`src/rtl/rfb_pkg.sv`:
```
// Constants for the reader FIFO and bit-framing block.
// Assumes an AXI4-Lite host with 32-bit data and a 25 MHz clock.
package rfb_pkg;
  // ----------------------------------------------------------------
  // FIFO geometry
  // ----------------------------------------------------------------
  localparam int         DEPTH   = 64;
  localparam int         PTR_W   = 6;
  localparam logic [6:0] FULL_CNT = 7'h40;
  // ----------------------------------------------------------------
  // Register indices; byte address is four times the index
  // ----------------------------------------------------------------
  localparam logic [7:0] IDX_DATA  = 8'h09;
  localparam logic [7:0] IDX_LEVEL = 8'h0a;
  localparam logic [7:0] IDX_WATER = 8'h0b;
  localparam logic [7:0] IDX_CTRL  = 8'h0c;
  localparam logic [7:0] IDX_FRAME = 8'h0d;
  localparam logic [7:0] IDX_ISTAT = 8'h10;
  localparam logic [7:0] IDX_IMASK = 8'h11;
  localparam logic [7:0] IDX_MODEM = 8'h12;
  // ----------------------------------------------------------------
  // Field positions and reset values
  // ----------------------------------------------------------------
  localparam int         FLUSH_BIT  = 7;
  localparam int         STOP_BIT   = 7;
  localparam int         START_BIT  = 6;
  localparam int         SEND_BIT   = 7;
  localparam int         ALIGN_LSB  = 4;
  localparam int         XCV_BIT    = 0;
  localparam int         OVFL_BIT   = 3;
  localparam int         HI_BIT     = 1;
  localparam int         LO_BIT     = 0;
  localparam int         MST_LSB    = 4;
  localparam logic [5:0] WATER_RST  = 6'h08;
  localparam logic [7:0] CTRL_RSVD  = 8'h10;
  // Interrupt status bits
  localparam int         IRQ_W      = 4;
  localparam int         IRQ_OVFL   = 0;
  localparam int         IRQ_HI     = 1;
  localparam int         IRQ_LO     = 2;
  localparam int         IRQ_RXDONE = 3;
  // Modem state codes as shown to software
  localparam logic [2:0] MS_IDLE   = 3'h0;
  localparam logic [2:0] MS_WAIT   = 3'h1;
  localparam logic [2:0] MS_TX     = 3'h3;
  localparam logic [2:0] MS_RXWAIT = 3'h5;
  localparam logic [2:0] MS_RX     = 3'h6;
  // AXI responses
  localparam logic [1:0] RESP_OKAY   = 2'h0;
  localparam logic [1:0] RESP_SLVERR = 2'h2;

  typedef enum logic [2:0] {
    ST_IDLE, ST_WAIT, ST_TX, ST_RXWAIT, ST_RX
  } rfb_state_type;

  // Register index from a byte address
  function automatic logic [7:0] rfb_index(input logic [11:0] a);
    rfb_index = a[9:2];
  endfunction : rfb_index

  // Modem state code seen by software
  function automatic logic [2:0] rfb_code(input rfb_state_type s);
    case (s)
      ST_WAIT:   rfb_code = MS_WAIT;
      ST_TX:     rfb_code = MS_TX;
      ST_RXWAIT: rfb_code = MS_RXWAIT;
      ST_RX:     rfb_code = MS_RX;
      default:   rfb_code = MS_IDLE;
    endcase
  endfunction : rfb_code
endpackage : rfb_pkg

```
`src/rtl/rfb_top.sv`:
```
// Reader FIFO, watermark alerts and bit framing behind AXI4-Lite.
// Assumes the radio bit ports are driven by logic on aclk.
//
// The AXI4-Lite slave port was left to the implementer.
`timescale 1ns/10ps
module rfb_top (
  input  wire logic        aclk,
  input  wire logic        aresetn,
  input  wire logic [11:0] s_axi_awaddr,
  input  wire logic        s_axi_awvalid,
  output logic             s_axi_awready,
  input  wire logic [31:0] s_axi_wdata,
  input  wire logic [3:0]  s_axi_wstrb,
  input  wire logic        s_axi_wvalid,
  output logic             s_axi_wready,
  output logic [1:0]       s_axi_bresp,
  output logic             s_axi_bvalid,
  input  wire logic        s_axi_bready,
  input  wire logic [11:0] s_axi_araddr,
  input  wire logic        s_axi_arvalid,
  output logic             s_axi_arready,
  output logic [31:0]      s_axi_rdata,
  output logic [1:0]       s_axi_rresp,
  output logic             s_axi_rvalid,
  input  wire logic        s_axi_rready,
  output logic             irq,
  output logic             timer_start_strobe,
  output logic             timer_stop_strobe,
  output logic             tx_bit,
  output logic             tx_bit_valid,
  input  wire logic        tx_bit_ready,
  input  wire logic        rx_bit,
  input  wire logic        rx_bit_valid,
  input  wire logic        rx_end,
  output logic [2:0]       modem_state_c
);
  // ----------------------------------------------------------------
  // Storage and state
  // ----------------------------------------------------------------
  logic [7:0]                 mem_r [rfb_pkg::DEPTH];
  logic [rfb_pkg::PTR_W-1:0]  wr_ptr_r, rd_ptr_r;
  logic [6:0]                 fifo_count_r;
  logic                       buffer_overflow_error_r;
  logic [5:0]                 watermark_level_r;
  logic [2:0]                 rx_valid_last_bits_r;
  logic [2:0]                 rx_bit_alignment_r;
  logic [2:0]                 tx_last_bits_b_r;
  logic                       transceive_r;
  logic [rfb_pkg::IRQ_W-1:0]  istat_r, imask_r;
  logic                       hi_d_r, lo_d_r;
  rfb_pkg::rfb_state_type     state_r;
  logic [7:0]                 tx_sh_r, rx_sh_r;
  logic [3:0]                 tx_cnt_r;
  logic [2:0]                 rx_pos_r;
  logic                       aw_h_r, w_h_r;
  logic [11:0]                aw_addr_r;
  logic [31:0]                w_data_r;
  logic [3:0]                 w_strb_r;

  // ----------------------------------------------------------------
  // Decode and FIFO control terms
  // ----------------------------------------------------------------
  logic       do_wr, do_rd, wr_ok;
  logic [7:0] wr_idx, rd_idx, wbyte, rx_byte;
  logic       host_push, host_pop, flush, start_send_a;
  logic       rx_push, tx_pop, push, pop, push_ok, pop_ok, full, empty;
  logic       high_alert, low_alert, rx_done;
  logic [6:0] free_space;

  assign wr_idx  = rfb_pkg::rfb_index(aw_addr_r);
  assign rd_idx  = rfb_pkg::rfb_index(s_axi_araddr);
  assign wbyte   = w_data_r[7:0];
  assign full    = (fifo_count_r == rfb_pkg::FULL_CNT);
  assign empty   = (fifo_count_r == 7'h00);
  // Host write performed once address and data are both held, no response is pending and no rx push is in the cycle
  assign do_wr   = aw_h_r && w_h_r && !s_axi_bvalid && !rx_push;
  assign wr_ok   = do_wr && w_strb_r[0];
  assign do_rd   = s_axi_arvalid && s_axi_arready;
  assign host_push = wr_ok && (wr_idx == rfb_pkg::IDX_DATA);
  assign host_pop  = do_rd && (rd_idx == rfb_pkg::IDX_DATA);
  assign flush   = wr_ok && (wr_idx == rfb_pkg::IDX_LEVEL)
                   && wbyte[rfb_pkg::FLUSH_BIT];
  assign start_send_a = wr_ok && (wr_idx == rfb_pkg::IDX_FRAME)
                   && wbyte[rfb_pkg::SEND_BIT];
  assign push    = host_push || rx_push;
  assign pop     = host_pop || tx_pop;
  assign push_ok = push && !full;
  assign pop_ok  = pop && !empty;
  assign free_space = rfb_pkg::FULL_CNT - fifo_count_r;
  assign high_alert = free_space <= {1'b0, watermark_level_r};
  assign low_alert  = fifo_count_r <= {1'b0, watermark_level_r};

  // ----------------------------------------------------------------
  // FIFO pointers, count and overflow flag
  // ----------------------------------------------------------------
  // Pointers and count, flush has priority
  always_ff @(posedge aclk) begin
    if (!aresetn || flush) begin
      wr_ptr_r     <= '0;
      rd_ptr_r     <= '0;
      fifo_count_r <= '0;
    end else begin
      if (push_ok) begin
        wr_ptr_r <= wr_ptr_r + 1'b1;
      end
      if (pop_ok) begin
        rd_ptr_r <= rd_ptr_r + 1'b1;
      end
      case ({push_ok, pop_ok})
        2'b10:   fifo_count_r <= fifo_count_r + 7'h01;
        2'b01:   fifo_count_r <= fifo_count_r - 7'h01;
        default: fifo_count_r <= fifo_count_r;
      endcase
    end
  end

  // Byte storage
  always_ff @(posedge aclk) begin
    if (push_ok) begin
      mem_r[wr_ptr_r] <= host_push ? wbyte : rx_byte;
    end
  end

  // Overflow error, push to full FIFO sets it
  always_ff @(posedge aclk) begin
    if (!aresetn) begin
      buffer_overflow_error_r <= 1'b0;
    end else if (push && full) begin
      buffer_overflow_error_r <= 1'b1;
    end else if (flush) begin
      buffer_overflow_error_r <= 1'b0;
    end
  end

  // ----------------------------------------------------------------
  // Software controlled registers
  // ----------------------------------------------------------------
  // Watermark, framing fields, transceive, mask
  always_ff @(posedge aclk) begin
    if (!aresetn) begin
      watermark_level_r  <= rfb_pkg::WATER_RST;
      rx_bit_alignment_r <= '0;
      tx_last_bits_b_r   <= '0;
      transceive_r       <= 1'b0;
      imask_r            <= '0;
    end else if (wr_ok) begin
      if (wr_idx == rfb_pkg::IDX_WATER) begin
        watermark_level_r <= wbyte[5:0];
      end else if (wr_idx == rfb_pkg::IDX_FRAME) begin
        rx_bit_alignment_r <= wbyte[rfb_pkg::ALIGN_LSB +: 3];
        tx_last_bits_b_r   <= wbyte[2:0];
      end else if (wr_idx == rfb_pkg::IDX_MODEM) begin
        transceive_r <= wbyte[rfb_pkg::XCV_BIT];
      end else if (wr_idx == rfb_pkg::IDX_IMASK) begin
        imask_r <= wbyte[rfb_pkg::IRQ_W-1:0];
      end
    end
  end

  // Timer strobes, one cycle each
  always_ff @(posedge aclk) begin
    if (!aresetn) begin
      timer_start_strobe <= 1'b0;
      timer_stop_strobe  <= 1'b0;
    end else begin
      timer_stop_strobe  <= wr_ok && (wr_idx == rfb_pkg::IDX_CTRL)
                            && wbyte[rfb_pkg::STOP_BIT];
      timer_start_strobe <= wr_ok && (wr_idx == rfb_pkg::IDX_CTRL)
                            && wbyte[rfb_pkg::START_BIT];
    end
  end

  // ----------------------------------------------------------------
  // Modem sequencer: wait, transmit, receive
  // ----------------------------------------------------------------
  assign tx_pop       = (state_r == rfb_pkg::ST_TX) && (tx_cnt_r == 4'h0)
                        && !empty;
  assign tx_bit_valid = (state_r == rfb_pkg::ST_TX) && (tx_cnt_r != 4'h0);
  assign tx_bit       = tx_sh_r[0];
  assign modem_state_c = rfb_pkg::rfb_code(state_r);

  // Receive byte with the incoming bit put in place
  always_comb begin
    rx_byte = rx_sh_r;
    if (rx_bit_valid) begin
      rx_byte[rx_pos_r] = rx_bit;
    end
  end
  assign rx_push = ((state_r == rfb_pkg::ST_RXWAIT) ||
                    (state_r == rfb_pkg::ST_RX)) &&
                   ((rx_bit_valid && (rx_pos_r == 3'h7)) ||
                    (!rx_bit_valid && rx_end &&
                     (state_r == rfb_pkg::ST_RX) && (rx_pos_r != 3'h0)));
  assign rx_done = (state_r == rfb_pkg::ST_RX) && !rx_bit_valid && rx_end;

  // State transitions
  always_ff @(posedge aclk) begin
    if (!aresetn || !transceive_r) begin
      state_r <= rfb_pkg::ST_IDLE;
    end else begin
      case (state_r)
        rfb_pkg::ST_IDLE:   state_r <= rfb_pkg::ST_WAIT;
        rfb_pkg::ST_WAIT: begin
          if (start_send_a) begin
            state_r <= rfb_pkg::ST_TX;
          end
        end
        rfb_pkg::ST_TX: begin
          if (tx_cnt_r == 4'h0 && empty) begin
            state_r <= rfb_pkg::ST_RXWAIT;
          end
        end
        rfb_pkg::ST_RXWAIT: begin
          if (rx_bit_valid) begin
            state_r <= rfb_pkg::ST_RX;
          end
        end
        rfb_pkg::ST_RX: begin
          if (rx_done) begin
            state_r <= rfb_pkg::ST_WAIT;
          end
        end
        default: state_r <= rfb_pkg::ST_IDLE;
      endcase
    end
  end

  // Transmit shifter, final byte cut to the last-bits count
  always_ff @(posedge aclk) begin
    if (!aresetn) begin
      tx_sh_r  <= '0;
      tx_cnt_r <= '0;
    end else if (tx_pop) begin
      tx_sh_r  <= mem_r[rd_ptr_r];
      tx_cnt_r <= (fifo_count_r == 7'h01 && tx_last_bits_b_r != 3'h0)
                  ? {1'b0, tx_last_bits_b_r} : 4'h8;
    end else if (tx_bit_valid && tx_bit_ready) begin
      tx_sh_r  <= {1'b0, tx_sh_r[7:1]};
      tx_cnt_r <= tx_cnt_r - 4'h1;
    end
  end

  // Receive assembler, starts at the alignment position
  always_ff @(posedge aclk) begin
    if (!aresetn) begin
      rx_sh_r              <= '0;
      rx_pos_r             <= '0;
      rx_valid_last_bits_r <= '0;
    end else if (state_r == rfb_pkg::ST_TX) begin
      rx_sh_r  <= '0;
      rx_pos_r <= rx_bit_alignment_r;
    end else if (rx_bit_valid && (state_r == rfb_pkg::ST_RXWAIT ||
                                  state_r == rfb_pkg::ST_RX)) begin
      rx_sh_r  <= (rx_pos_r == 3'h7) ? 8'h00 : rx_byte;
      rx_pos_r <= rx_pos_r + 3'h1;
    end else if (rx_done) begin
      rx_valid_last_bits_r <= rx_pos_r;
    end
  end

  // ----------------------------------------------------------------
  // Interrupts
  // ----------------------------------------------------------------
  logic [rfb_pkg::IRQ_W-1:0] iset, iclr;
  always_comb begin
    iset = '0;
    iset[rfb_pkg::IRQ_OVFL]   = push && full;
    iset[rfb_pkg::IRQ_HI]     = high_alert && !hi_d_r;
    iset[rfb_pkg::IRQ_LO]     = low_alert && !lo_d_r;
    iset[rfb_pkg::IRQ_RXDONE] = rx_done;
    iclr = (wr_ok && wr_idx == rfb_pkg::IDX_ISTAT)
           ? wbyte[rfb_pkg::IRQ_W-1:0] : '0;
  end

  // Sticky status, a new event beats a clear
  always_ff @(posedge aclk) begin
    if (!aresetn) begin
      istat_r <= '0;
      hi_d_r  <= 1'b0;
      lo_d_r  <= 1'b0;
      irq     <= 1'b0;
    end else begin
      istat_r <= (istat_r & ~iclr) | iset;
      hi_d_r  <= high_alert;
      lo_d_r  <= low_alert;
      irq     <= |(((istat_r & ~iclr) | iset) & imask_r);
    end
  end

  // ----------------------------------------------------------------
  // AXI4-Lite slave
  // ----------------------------------------------------------------
  assign s_axi_awready = !aw_h_r;
  assign s_axi_wready  = !w_h_r;
  assign s_axi_arready = !s_axi_rvalid && !tx_pop;

  // Write channel holding and response
  always_ff @(posedge aclk) begin
    if (!aresetn) begin
      aw_h_r <= 1'b0;
      w_h_r  <= 1'b0;
      aw_addr_r <= '0;
      w_data_r  <= '0;
      w_strb_r  <= '0;
      s_axi_bvalid <= 1'b0;
      s_axi_bresp  <= rfb_pkg::RESP_OKAY;
    end else begin
      if (s_axi_awvalid && s_axi_awready) begin
        aw_h_r    <= 1'b1;
        aw_addr_r <= s_axi_awaddr;
      end
      if (s_axi_wvalid && s_axi_wready) begin
        w_h_r    <= 1'b1;
        w_data_r <= s_axi_wdata;
        w_strb_r <= s_axi_wstrb;
      end
      if (do_wr) begin
        aw_h_r <= 1'b0;
        w_h_r  <= 1'b0;
        s_axi_bvalid <= 1'b1;
        s_axi_bresp  <= (aw_addr_r[11:10] == 2'h0 &&
          ((wr_idx >= rfb_pkg::IDX_DATA && wr_idx <= rfb_pkg::IDX_FRAME)
           || (wr_idx >= rfb_pkg::IDX_ISTAT &&
               wr_idx <= rfb_pkg::IDX_MODEM)))
          ? rfb_pkg::RESP_OKAY : rfb_pkg::RESP_SLVERR;
      end else if (s_axi_bready) begin
        s_axi_bvalid <= 1'b0;
      end
    end
  end

  // Read mux and response
  always_ff @(posedge aclk) begin
    if (!aresetn) begin
      s_axi_rvalid <= 1'b0;
      s_axi_rdata  <= '0;
      s_axi_rresp  <= rfb_pkg::RESP_OKAY;
    end else if (do_rd) begin
      s_axi_rvalid <= 1'b1;
      s_axi_rresp  <= rfb_pkg::RESP_OKAY;
      s_axi_rdata  <= '0;
      if (s_axi_araddr[11:10] != 2'h0) begin
        s_axi_rresp <= rfb_pkg::RESP_SLVERR;
      end else if (rd_idx == rfb_pkg::IDX_DATA) begin
        s_axi_rdata[7:0] <= empty ? 8'h00 : mem_r[rd_ptr_r];
      end else if (rd_idx == rfb_pkg::IDX_LEVEL) begin
        s_axi_rdata[6:0] <= fifo_count_r;
      end else if (rd_idx == rfb_pkg::IDX_WATER) begin
        s_axi_rdata[5:0] <= watermark_level_r;
      end else if (rd_idx == rfb_pkg::IDX_CTRL) begin
        s_axi_rdata[7:0] <= rfb_pkg::CTRL_RSVD |
                            {5'h00, rx_valid_last_bits_r};
      end else if (rd_idx == rfb_pkg::IDX_FRAME) begin
        s_axi_rdata[7:0] <= {1'b0, rx_bit_alignment_r, 1'b0,
                             tx_last_bits_b_r};
      end else if (rd_idx == rfb_pkg::IDX_ISTAT) begin
        s_axi_rdata[rfb_pkg::IRQ_W-1:0] <= istat_r;
      end else if (rd_idx == rfb_pkg::IDX_IMASK) begin
        s_axi_rdata[rfb_pkg::IRQ_W-1:0] <= imask_r;
      end else if (rd_idx == rfb_pkg::IDX_MODEM) begin
        s_axi_rdata[7:0] <= {1'b0, modem_state_c, buffer_overflow_error_r,
                             high_alert, low_alert, transceive_r};
      end else begin
        s_axi_rresp <= rfb_pkg::RESP_SLVERR;
      end
    end else if (s_axi_rready) begin
      s_axi_rvalid <= 1'b0;
    end
  end
endmodule : rfb_top

```
`config.mk`:
```
export PLATFORM = sky130hd
export DESIGN_NAME = rfb_top
export DESIGN_NICKNAME = d
export VERILOG_FILES = /design/src/rtl/rfb_pkg.sv /design/src/rtl/rfb_top.sv
export SDC_FILE = /design/constraint.sdc
export NUM_CORES = 1
export LEC_CHECK = 0
export BUFFER_PORTS_ARGS = -buffer_cell sky130_fd_sc_hd__buf_2
export CORE_ASPECT_RATIO = 0.75
export CORE_MARGIN = 1
export CORE_UTILIZATION = 45
export DETAILED_ROUTE_END_ITERATION = 8
export GPL_TIMING_DRIVEN = 0
export SLEW_MARGIN = 20
export SYNTH_ARGS = -nofsm -noshare
export SYNTH_HDL_FRONTEND = slang
export SYNTH_SLANG_ARGS = --single-unit
```
`constraint.sdc`:
```
create_clock -name aclk -period 9.4 [get_ports aclk]
set_input_delay 2.35 -clock aclk [delete_from_list [all_inputs] [get_ports aclk]]
set_output_delay 2.35 -clock aclk [all_outputs]
set_load 0.02 [all_outputs]
```
==> impl_metrics.env, run 1 <==
export IMPL_io_pins=120
export IMPL_pwr_density_cell_mw_per_mm2=182.4
export IMPL_fmax_ghz=0.1810
export IMPL_vdd_ir_drop_max_mv=0.1738
export IMPL_path_clk_slew_ns=0.06
export IMPL_fin_nets=1968
export IMPL_maxSlewHeadroom=0.2034
export IMPL_ys_async_sr_fraction=0
export IMPL_grt_max_degree=35
export IMPL_worstPathArrival_ns=5.77
export IMPL_grt_ovfl_total=0
export IMPL_clock_power_share=0.444
export IMPL_ys_ff_latch=626
export IMPL_die_area_mm2=0.05960
export IMPL_synth_mux_area_frac=0.1280
export IMPL_switching_share=0.2059
export IMPL_area_delta_synth_final_pct=14.76
export IMPL_cts_hold_fix_buffers=0
export IMPL_setup_slack_ns=3.874
export IMPL_routedWlPerCell_um=28.35
export IMPL_cap_violations=0
export IMPL_drc=0
export IMPL_utilization=0.5253
export IMPL_clk_path_buf_depth=3
export IMPL_die_y_um=211.7
export IMPL_placed_area_mm2=0.02827
export IMPL_core_mm2=0.05763
export IMPL_grt_pass1_vias=15450
export IMPL_cp_start_kind="primary input"
export IMPL_synth_edff_count=512
export IMPL_clock_latency_ns=0.64
export IMPL_grtUsageTotal=0.2611
export IMPL_setup_tns_ns=0
export IMPL_cts_sinks=626
export IMPL_dr_pass1_iters=6
export IMPL_die_x_um=281.6
export IMPL_finalHoldViolations=0
export IMPL_viasPerCell=5.986
export IMPL_synth_cells=1714
export IMPL_numPortBuffers=59
export IMPL_slew_violations=0
export IMPL_final_area_mm2=0.03027
export IMPL_place_congestion=0.9262
export IMPL_synth_avg_cell_area_um2=15.39
export IMPL_fin_skew_ns=0.03436
export IMPL_synthDistinctLibCells=98
export IMPL_finalSetupViolations=0
export IMPL_status="finished clean"
export IMPL_start_util=0.4577
export IMPL_ant_nets=0
export IMPL_tritoncts="done"
export IMPL_dp_slack_ns=3.374
export IMPL_wirelength_mm=76.77
export IMPL_p_int_mw=4.384
export IMPL_vias=16210
export IMPL_drive_gt1_frac=0.2235
export IMPL_synth_compound_area_frac=0.06541
export IMPL_grt_pass1_wl_mm=109.1
export IMPL_post_cts_setup_buffer_count=0
export IMPL_crit_fanout=10
export IMPL_drtIter0Drc=1940
export IMPL_syn_area_mm2=0.02638
export IMPL_numCtsBuffers=60
export IMPL_yosys_area_share_simple=0.08515
export IMPL_synthAdderAreaFrac=0.009962
export IMPL_tightest_slew_ns=1.195
export IMPL_hold_class="flop to flop"
export IMPL_switchingPower_mw=1.137
export IMPL_rows=76
export IMPL_synth_top_family_by_area="multiplexers"
export IMPL_synthXorXnorAreaFrac=0.006309
export IMPL_antenna_found_initial=2
export IMPL_ctsResizeCount=0
export IMPL_yosys_warnings=0
export IMPL_critPathCaptureType="flop"
export IMPL_seq_area_frac_synth=0.6694
export IMPL_fin_crit_ns=5.526
export IMPL_period_share=0.5879
export IMPL_crit_type="primary input to flop"
export IMPL_cts_max_level=2
export IMPL_n_antenna_cell=0
export IMPL_rsz0062_at_grt="false"
export IMPL_pwr_share_comb=0.017
export IMPL_dp_hpwl_mm=53.93
export IMPL_crit_required_ns=9.64
export IMPL_seq_power_share=0.539
export IMPL_cts_root_buffer="clkbuf_16"
export IMPL_p_leak_nw=10.20
export IMPL_regToRegSetupSlack_ns=4.97
export IMPL_ys_flop_type="edfxtp_1"
-- area by class of cell --
class                      instances  area [um^2]
clock buffer                      72         1609
multi-input combinational        951         7980
fill                            4786        27360
inverter                          35        131.4
sequential                       626        17660
buffer                           127        807.0
clock inverter                    42        374.1
tap                              780        975.9
timing repair buffer              75        735.7
-- path summary, 6_finish.rpt --
check,startpoint,to,cells past startpoint
worst max-delay path,rx_bit_valid,mem_r[9][2]$_DFFE_PP_,9
worst min-delay path,s_axi_rdata[0]$_SDFFE_PN0P_,s_axi_rdata[0]$_SDFFE_PN0P_,2
worst max register to register,rx_pos_r[1]$_SDFFE_PN0P_,mem_r[9][2]$_DFFE_PP_,9
worst min register to register,s_axi_rdata[0]$_SDFFE_PN0P_,s_axi_rdata[0]$_SDFFE_PN0P_,2
-- layer usage --
metal / GRT usage / up-vias / wire length [um]
li1: - / 6916 / -
met1: 0.4026 / 8367 / 34480
met2: 0.3577 / 815 / 32010
met3: 0.07626 / 111 / 8451
met4: 0.06859 / 2 / 1814
met5: 0 / - / 9
-- kinds of logic (layout without fill, tap and decap cells) --
family / count (synthesis) / in the layout
other: 1 / 26
DFF: 626 / 626
muxes: 183 / 183
buffers and inverters: 162 / 351
xor gates and xnor gates: 19 / 19
adders and majority gates: 21 / 21
AOI/OAI and AO/OA: 248 / 248
and+or+nand+nor: 454 / 454
-- power by group through the flow --
stage	registers, mW	logic (mW)	clock network [mW]
6_report	2.98	0.0921	2.45
5_1_grt	2.98	0.0996	2.58
4_1_cts	2.98	0.0910	2.48
3_5_place_dp	3.04	0.0907	0
3_3_place_gp	3.04	0.0863	0
2_1_floorplan	3.03	0.0582	0
-- Yosys cell counts, drive strengths merged, types with 8 or more instances --
cell type  count  area share
nor3b          9      0.0028
edfxtp       512        0.58
o221ai        12      0.0045
buf           90       0.025
xor2          11      0.0037
dfxtp        114       0.087
inv           34      0.0048
xnor2          8      0.0027
mux2           9      0.0038
a31oi         10      0.0024
nand2        107       0.016
o22ai         16      0.0038
nor2         178       0.026
clkbuf        37      0.0053
nand3         35      0.0071
or3            9      0.0021
a21oi         79       0.015
a22oi         18      0.0051
nand4         14      0.0039
mux4         122        0.10
ha            21       0.010
nand2b         8      0.0019
nor3          30      0.0065
o21ai         42      0.0080
a211oi        10      0.0032
mux2i         52       0.020
nor2b         20      0.0047
-- registers in the layout, summed over array words and instances, names as in the netlist, 3 cells and up, named ones only --
| name | count |
|---|---|
| aw_addr_r | 10 |
| fifo_count_r | 7 |
| wr_ptr_r | 6 |
| rx_sh_r | 8 |
| w_data_r | 8 |
| state_r | 3 |
| watermark_level_r | 6 |
| imask_r | 4 |
| rx_valid_last_bits_r | 3 |
| mem_r | 512 |
| rx_bit_alignment_r | 3 |
| tx_last_bits_b_r | 3 |
| s_axi_rdata | 8 |
| tx_cnt_r | 4 |
| rd_ptr_r | 6 |
| istat_r | 4 |
| rx_pos_r | 3 |
| tx_sh_r | 8 |
-- placed cells by master, fill, tap and decap left out, drive strengths merged, types with 8 or more instances in the layout --
master	synthesis	layout
buf	90	165
nand2b	8	8
xnor2	8	8
o21ai	42	42
a21oi	79	79
ha	21	21
nand3	35	35
xor2	11	11
or3	9	9
mux4	122	122
nor3b	9	9
mux2i	52	52
inv	34	35
mux2	9	9
dfxtp	114	114
nor3	30	30
nor2b	20	20
conb	1	26
clkbuf	37	109
o221ai	12	12
a22oi	18	18
edfxtp	512	512
nand4	14	14
a31oi	10	10
a211oi	10	10
nor2	178	178
o22ai	16	16
clkinv	1	34
nand2	107	107
-- critical path: stages --
cell and delay [ns]:
buf_2 0.15, nor4bb_4 0.38, and2_1 0.18, buf_2 0.22, a21boi_0 0.34, a21boi_2 0.26, buf_4 0.23, nand3_1 0.57
nor2_1 1.08
-- per-stage QoR --
| step | instances | power (mW) | hold slack (ns) |
|---|---|---|---|
| 6_report | 2708 | 5.520 | 0.4584 |
| 5_1_grt | 2708 | 5.658 | 0.4835 |
| 2_1_floorplan | 1739 | 3.092 | 0.4177 |
| 3_3_place_gp | 2578 | 3.123 | 0.4454 |
| 4_1_cts | 2708 | 5.544 | 0.4575 |
| 3_5_place_dp | 2594 | 3.127 | 0.4477 |
No activity file was read; power rests on OpenSTA's default activity.
==> run 2: changes to the inputs <==
--- a/config.mk
+++ b/config.mk
@@ -5,6 +5,7 @@
 export SDC_FILE = /design/constraint.sdc
 export NUM_CORES = 1
 export LEC_CHECK = 0
+export ABC_AREA = 1
 export BUFFER_PORTS_ARGS = -buffer_cell sky130_fd_sc_hd__buf_2
 export CORE_ASPECT_RATIO = 0.75
 export CORE_MARGIN = 1
==> constraint.sdc (replaced) <==
create_clock -name aclk -period 4.5 [get_ports aclk]
set_input_delay 1.125 -clock aclk [delete_from_list [all_inputs] [get_ports aclk]]
set_output_delay 1.125 -clock aclk [all_outputs]
set_load 0.02 [all_outputs]
==> impl_metrics.env, run 2 <==
export IMPL_antenna_found_initial=2
export IMPL_grtUsageTotal=0.3063
export IMPL_cap_violations=0
export IMPL_seq_area_frac_synth=0.6560
export IMPL_seq_area_mm2=0.01766
export IMPL_switchingPower_mw=2.481
export IMPL_switching_share=0.2079
export IMPL_synth_area_leaders="edfxtp_1 (57%), nand2_1 (11%), dfxtp_1 (8.5%), nand3_1 (8.0%), nor2_1 (2.6%)"
export IMPL_regToRegSetupSlack_ns=0.44
export IMPL_multi_input_area_mm2=0.008242
export IMPL_synthXorXnorAreaFrac=0.003905
export IMPL_synth_cells=2646
export IMPL_pwr_density_cell_mw_per_mm2=384.8
export IMPL_yosys_area_top_type_share=0.5712
export IMPL_clk_path_buf_depth=3
export IMPL_vias=21060
export IMPL_post_cts_setup_buffer_count=0
export IMPL_synthAdderAreaFrac=0.009762
export IMPL_ctsResizeCount=0
export IMPL_layout_common_cells="nand2_1 (759), edfxtp_1 (512), nand3_1 (431)"
export IMPL_synth_top_cell_by_area="edfxtp_1"
export IMPL_synth_most_common_cell="nand2_1"
export IMPL_cp_start_kind="primary input"
export IMPL_fin_skew_ns=0.02208
export IMPL_largest_reg_flops=512
export IMPL_period_share=0.9155
export IMPL_routedWlPerCell_um=25.64
export IMPL_maxSlewHeadroom=0.1419
export IMPL_drc=0
export IMPL_synth_top_family_by_area="simple AND/OR/NAND/NOR gates"
export IMPL_fin_crit_ns=4.120
export IMPL_ys_ff_latch=626
export IMPL_grt_max_degree=38
export IMPL_critPathTopFamily="simple AND/OR/NAND/NOR gates"
export IMPL_finalSetupViolations=0
export IMPL_power_mw=11.94
export IMPL_top_register="mem_r"
export IMPL_grt_ovfl_total=0
export IMPL_cp_buffers_inverters=2
export IMPL_clock_latency_ns=0.66
export IMPL_die_area_mm2=0.06080
export IMPL_cts_sinks=626
export IMPL_crit_fanout=8
export IMPL_ys_async_sr_fraction=0
export IMPL_synth_compound_area_frac=0.05197
export IMPL_area_delta_synth_final_pct=15.26
export IMPL_fin_nets=2905
export IMPL_n_antenna_cell=0
export IMPL_drive_gt1_frac=0.09497
export IMPL_p_leak_nw=11.59
export IMPL_synthTopCellsByCount="nand2_1 (759), edfxtp_1 (512), nand3_1 (431), nor2_1 (184), inv_1 (120)"
export IMPL_reg_largest_list="mem_r: 512 flops, aw_addr_r: 10 flops"
export IMPL_viasPerCell=5.765
export IMPL_ant_nets=0
export IMPL_cts_max_level=2
export IMPL_place_congestion=0.9790
export IMPL_fillers=5267
export IMPL_seq_power_share=0.521
export IMPL_tritoncts="done"
export IMPL_slew_violations=0
export IMPL_drtIter0Drc=2924
export IMPL_die_y_um=213.8
export IMPL_crit_required_ns=4.76
export IMPL_worstPathArrival_ns=4.38
export IMPL_finalHoldViolations=0
export IMPL_grt_pass1_wl_mm=132.6
export IMPL_tightest_slew_ns=1.287
export IMPL_wirelength_mm=93.67
export IMPL_numCtsBuffers=61
export IMPL_vdd_ir_drop_max_mv=0.4153
export IMPL_fmax_ghz=0.2427
export IMPL_yosys_warnings=0
export IMPL_cts_root_buffer="clkbuf_16"
export IMPL_ys_flop_type="edfxtp_1"
export IMPL_critPathMaxStageDelay_ns=1.10
export IMPL_cpMaxStageDelayCell="nor2_1"
export IMPL_final_common_cell="nand2_1"
export IMPL_status="finished clean"
export IMPL_whs_ns=0.4637
export IMPL_rsz0062_at_grt="false"
export IMPL_pwr_share_comb=0.017
export IMPL_hold_class="flop to flop"
export IMPL_cts_hold_fix_buffers=0
export IMPL_synthDistinctLibCells=47
export IMPL_path_cells="buf_2 > inv_1 > nand2_1 > nor2_4 > nand2_2 > nand3_4 > nor2_8 > nand3_4 > nand2_4 > nand2_4 > nor2_4 > nand3_1 > nor2_1"
export IMPL_crit_type="primary input to flop"
export IMPL_core_mm2=0.05906
export IMPL_clock_power_share=0.462
export IMPL_dr_pass1_iters=5
export IMPL_grt_pass1_vias=19000
export IMPL_path_clk_slew_ns=0.06
export IMPL_rows=77
export IMPL_dp_hpwl_mm=66.80
export IMPL_start_util=0.4557
export IMPL_synth_mux_area_frac=0.003022
export IMPL_numPortBuffers=61
export IMPL_yosys_area_share_simple=0.2304
export IMPL_synth_avg_cell_area_um2=10.17
export IMPL_p_int_mw=9.455
export IMPL_critPathCaptureType="flop"
export IMPL_utilization=0.5253
export IMPL_synth_edff_count=512
export IMPL_die_x_um=284.4
export IMPL_io_pins=120
export IMPL_syn_area_mm2=0.02691
-- run 2: power groups by stage --
stage | Clock [mW] | Sequential, mW | Combinational, mW
detailed placement | 0 | 6.34 | 0.195
CTS | 5.54 | 6.22 | 0.196
global placement | 0 | 6.34 | 0.183
floorplan | 0 | 6.34 | 0.118
finish | 5.52 | 6.22 | 0.200
global route | 5.76 | 6.21 | 0.217
-- run 2: cell families (layout without fill, tap and decap cells) --
kind of cell	after synthesis	count (layout)
compound gates	259	259
buf+inv	283	476
fa+ha+maj	21	21
simple gates	1436	1436
xor+xnor	12	12
flops	626	626
other cells	1	26
mux	8	8
-- run 2: worst paths after layout --
path / from / end / cells past startpoint
setup / recovery: rx_bit_valid / mem_r[21][3]$_DFFE_PP_ / 13
hold / removal: s_axi_bresp[1]$_SDFFE_PN0P_ / s_axi_bresp[1]$_SDFFE_PN0P_ / 2
setup reg to reg: rx_pos_r[1]$_SDFFE_PN0P_ / mem_r[21][3]$_DFFE_PP_ / 11
hold reg to reg: s_axi_bresp[1]$_SDFFE_PN0P_ / s_axi_bresp[1]$_SDFFE_PN0P_ / 2
-- run 2: final cells by class --
class | count | area share
Multi-Input combinational cell | 1762 | 0.2657
Sequential cell | 626 | 0.5692
Buffer | 157 | 0.02360
Clock buffer | 71 | 0.05175
Clock inverter | 43 | 0.01710
Timing Repair Buffer | 79 | 0.02557
Inverter | 126 | 0.01525
Tap cell | 790 | 0.03186
-- run 2: through the flow --
stage	cell area, um^2	setup TNS, ns	cells	worst slack [ns]
3_5_place_dp	28890	-1.747	3540	-0.09759
5_1_grt	31020	0	3654	0.3093
6_report	31020	0	3654	0.3801
2_1_floorplan	27010	-288.94	2671	-0.7524
4_1_cts	31020	0	3654	0.5876
3_3_place_gp	28300	-2336.20	3522	-5.815
-- run 2: routing by layer --
metal | GRT usage | wire (um) | vias up
met5 | 0 | 0 | -
met4 | 0.08027 | 2258 | 0
met3 | 0.1074 | 13340 | 143
met2 | 0.4049 | 36360 | 1221
met1 | 0.4691 | 41720 | 10280
li1 | - | - | 9416
-- run 2: tightest hold or removal path: stages (launching register included) --
cell	delay, ns
dfxtp_1	0.31
inv_1	0.05
a211oi_1	0.05
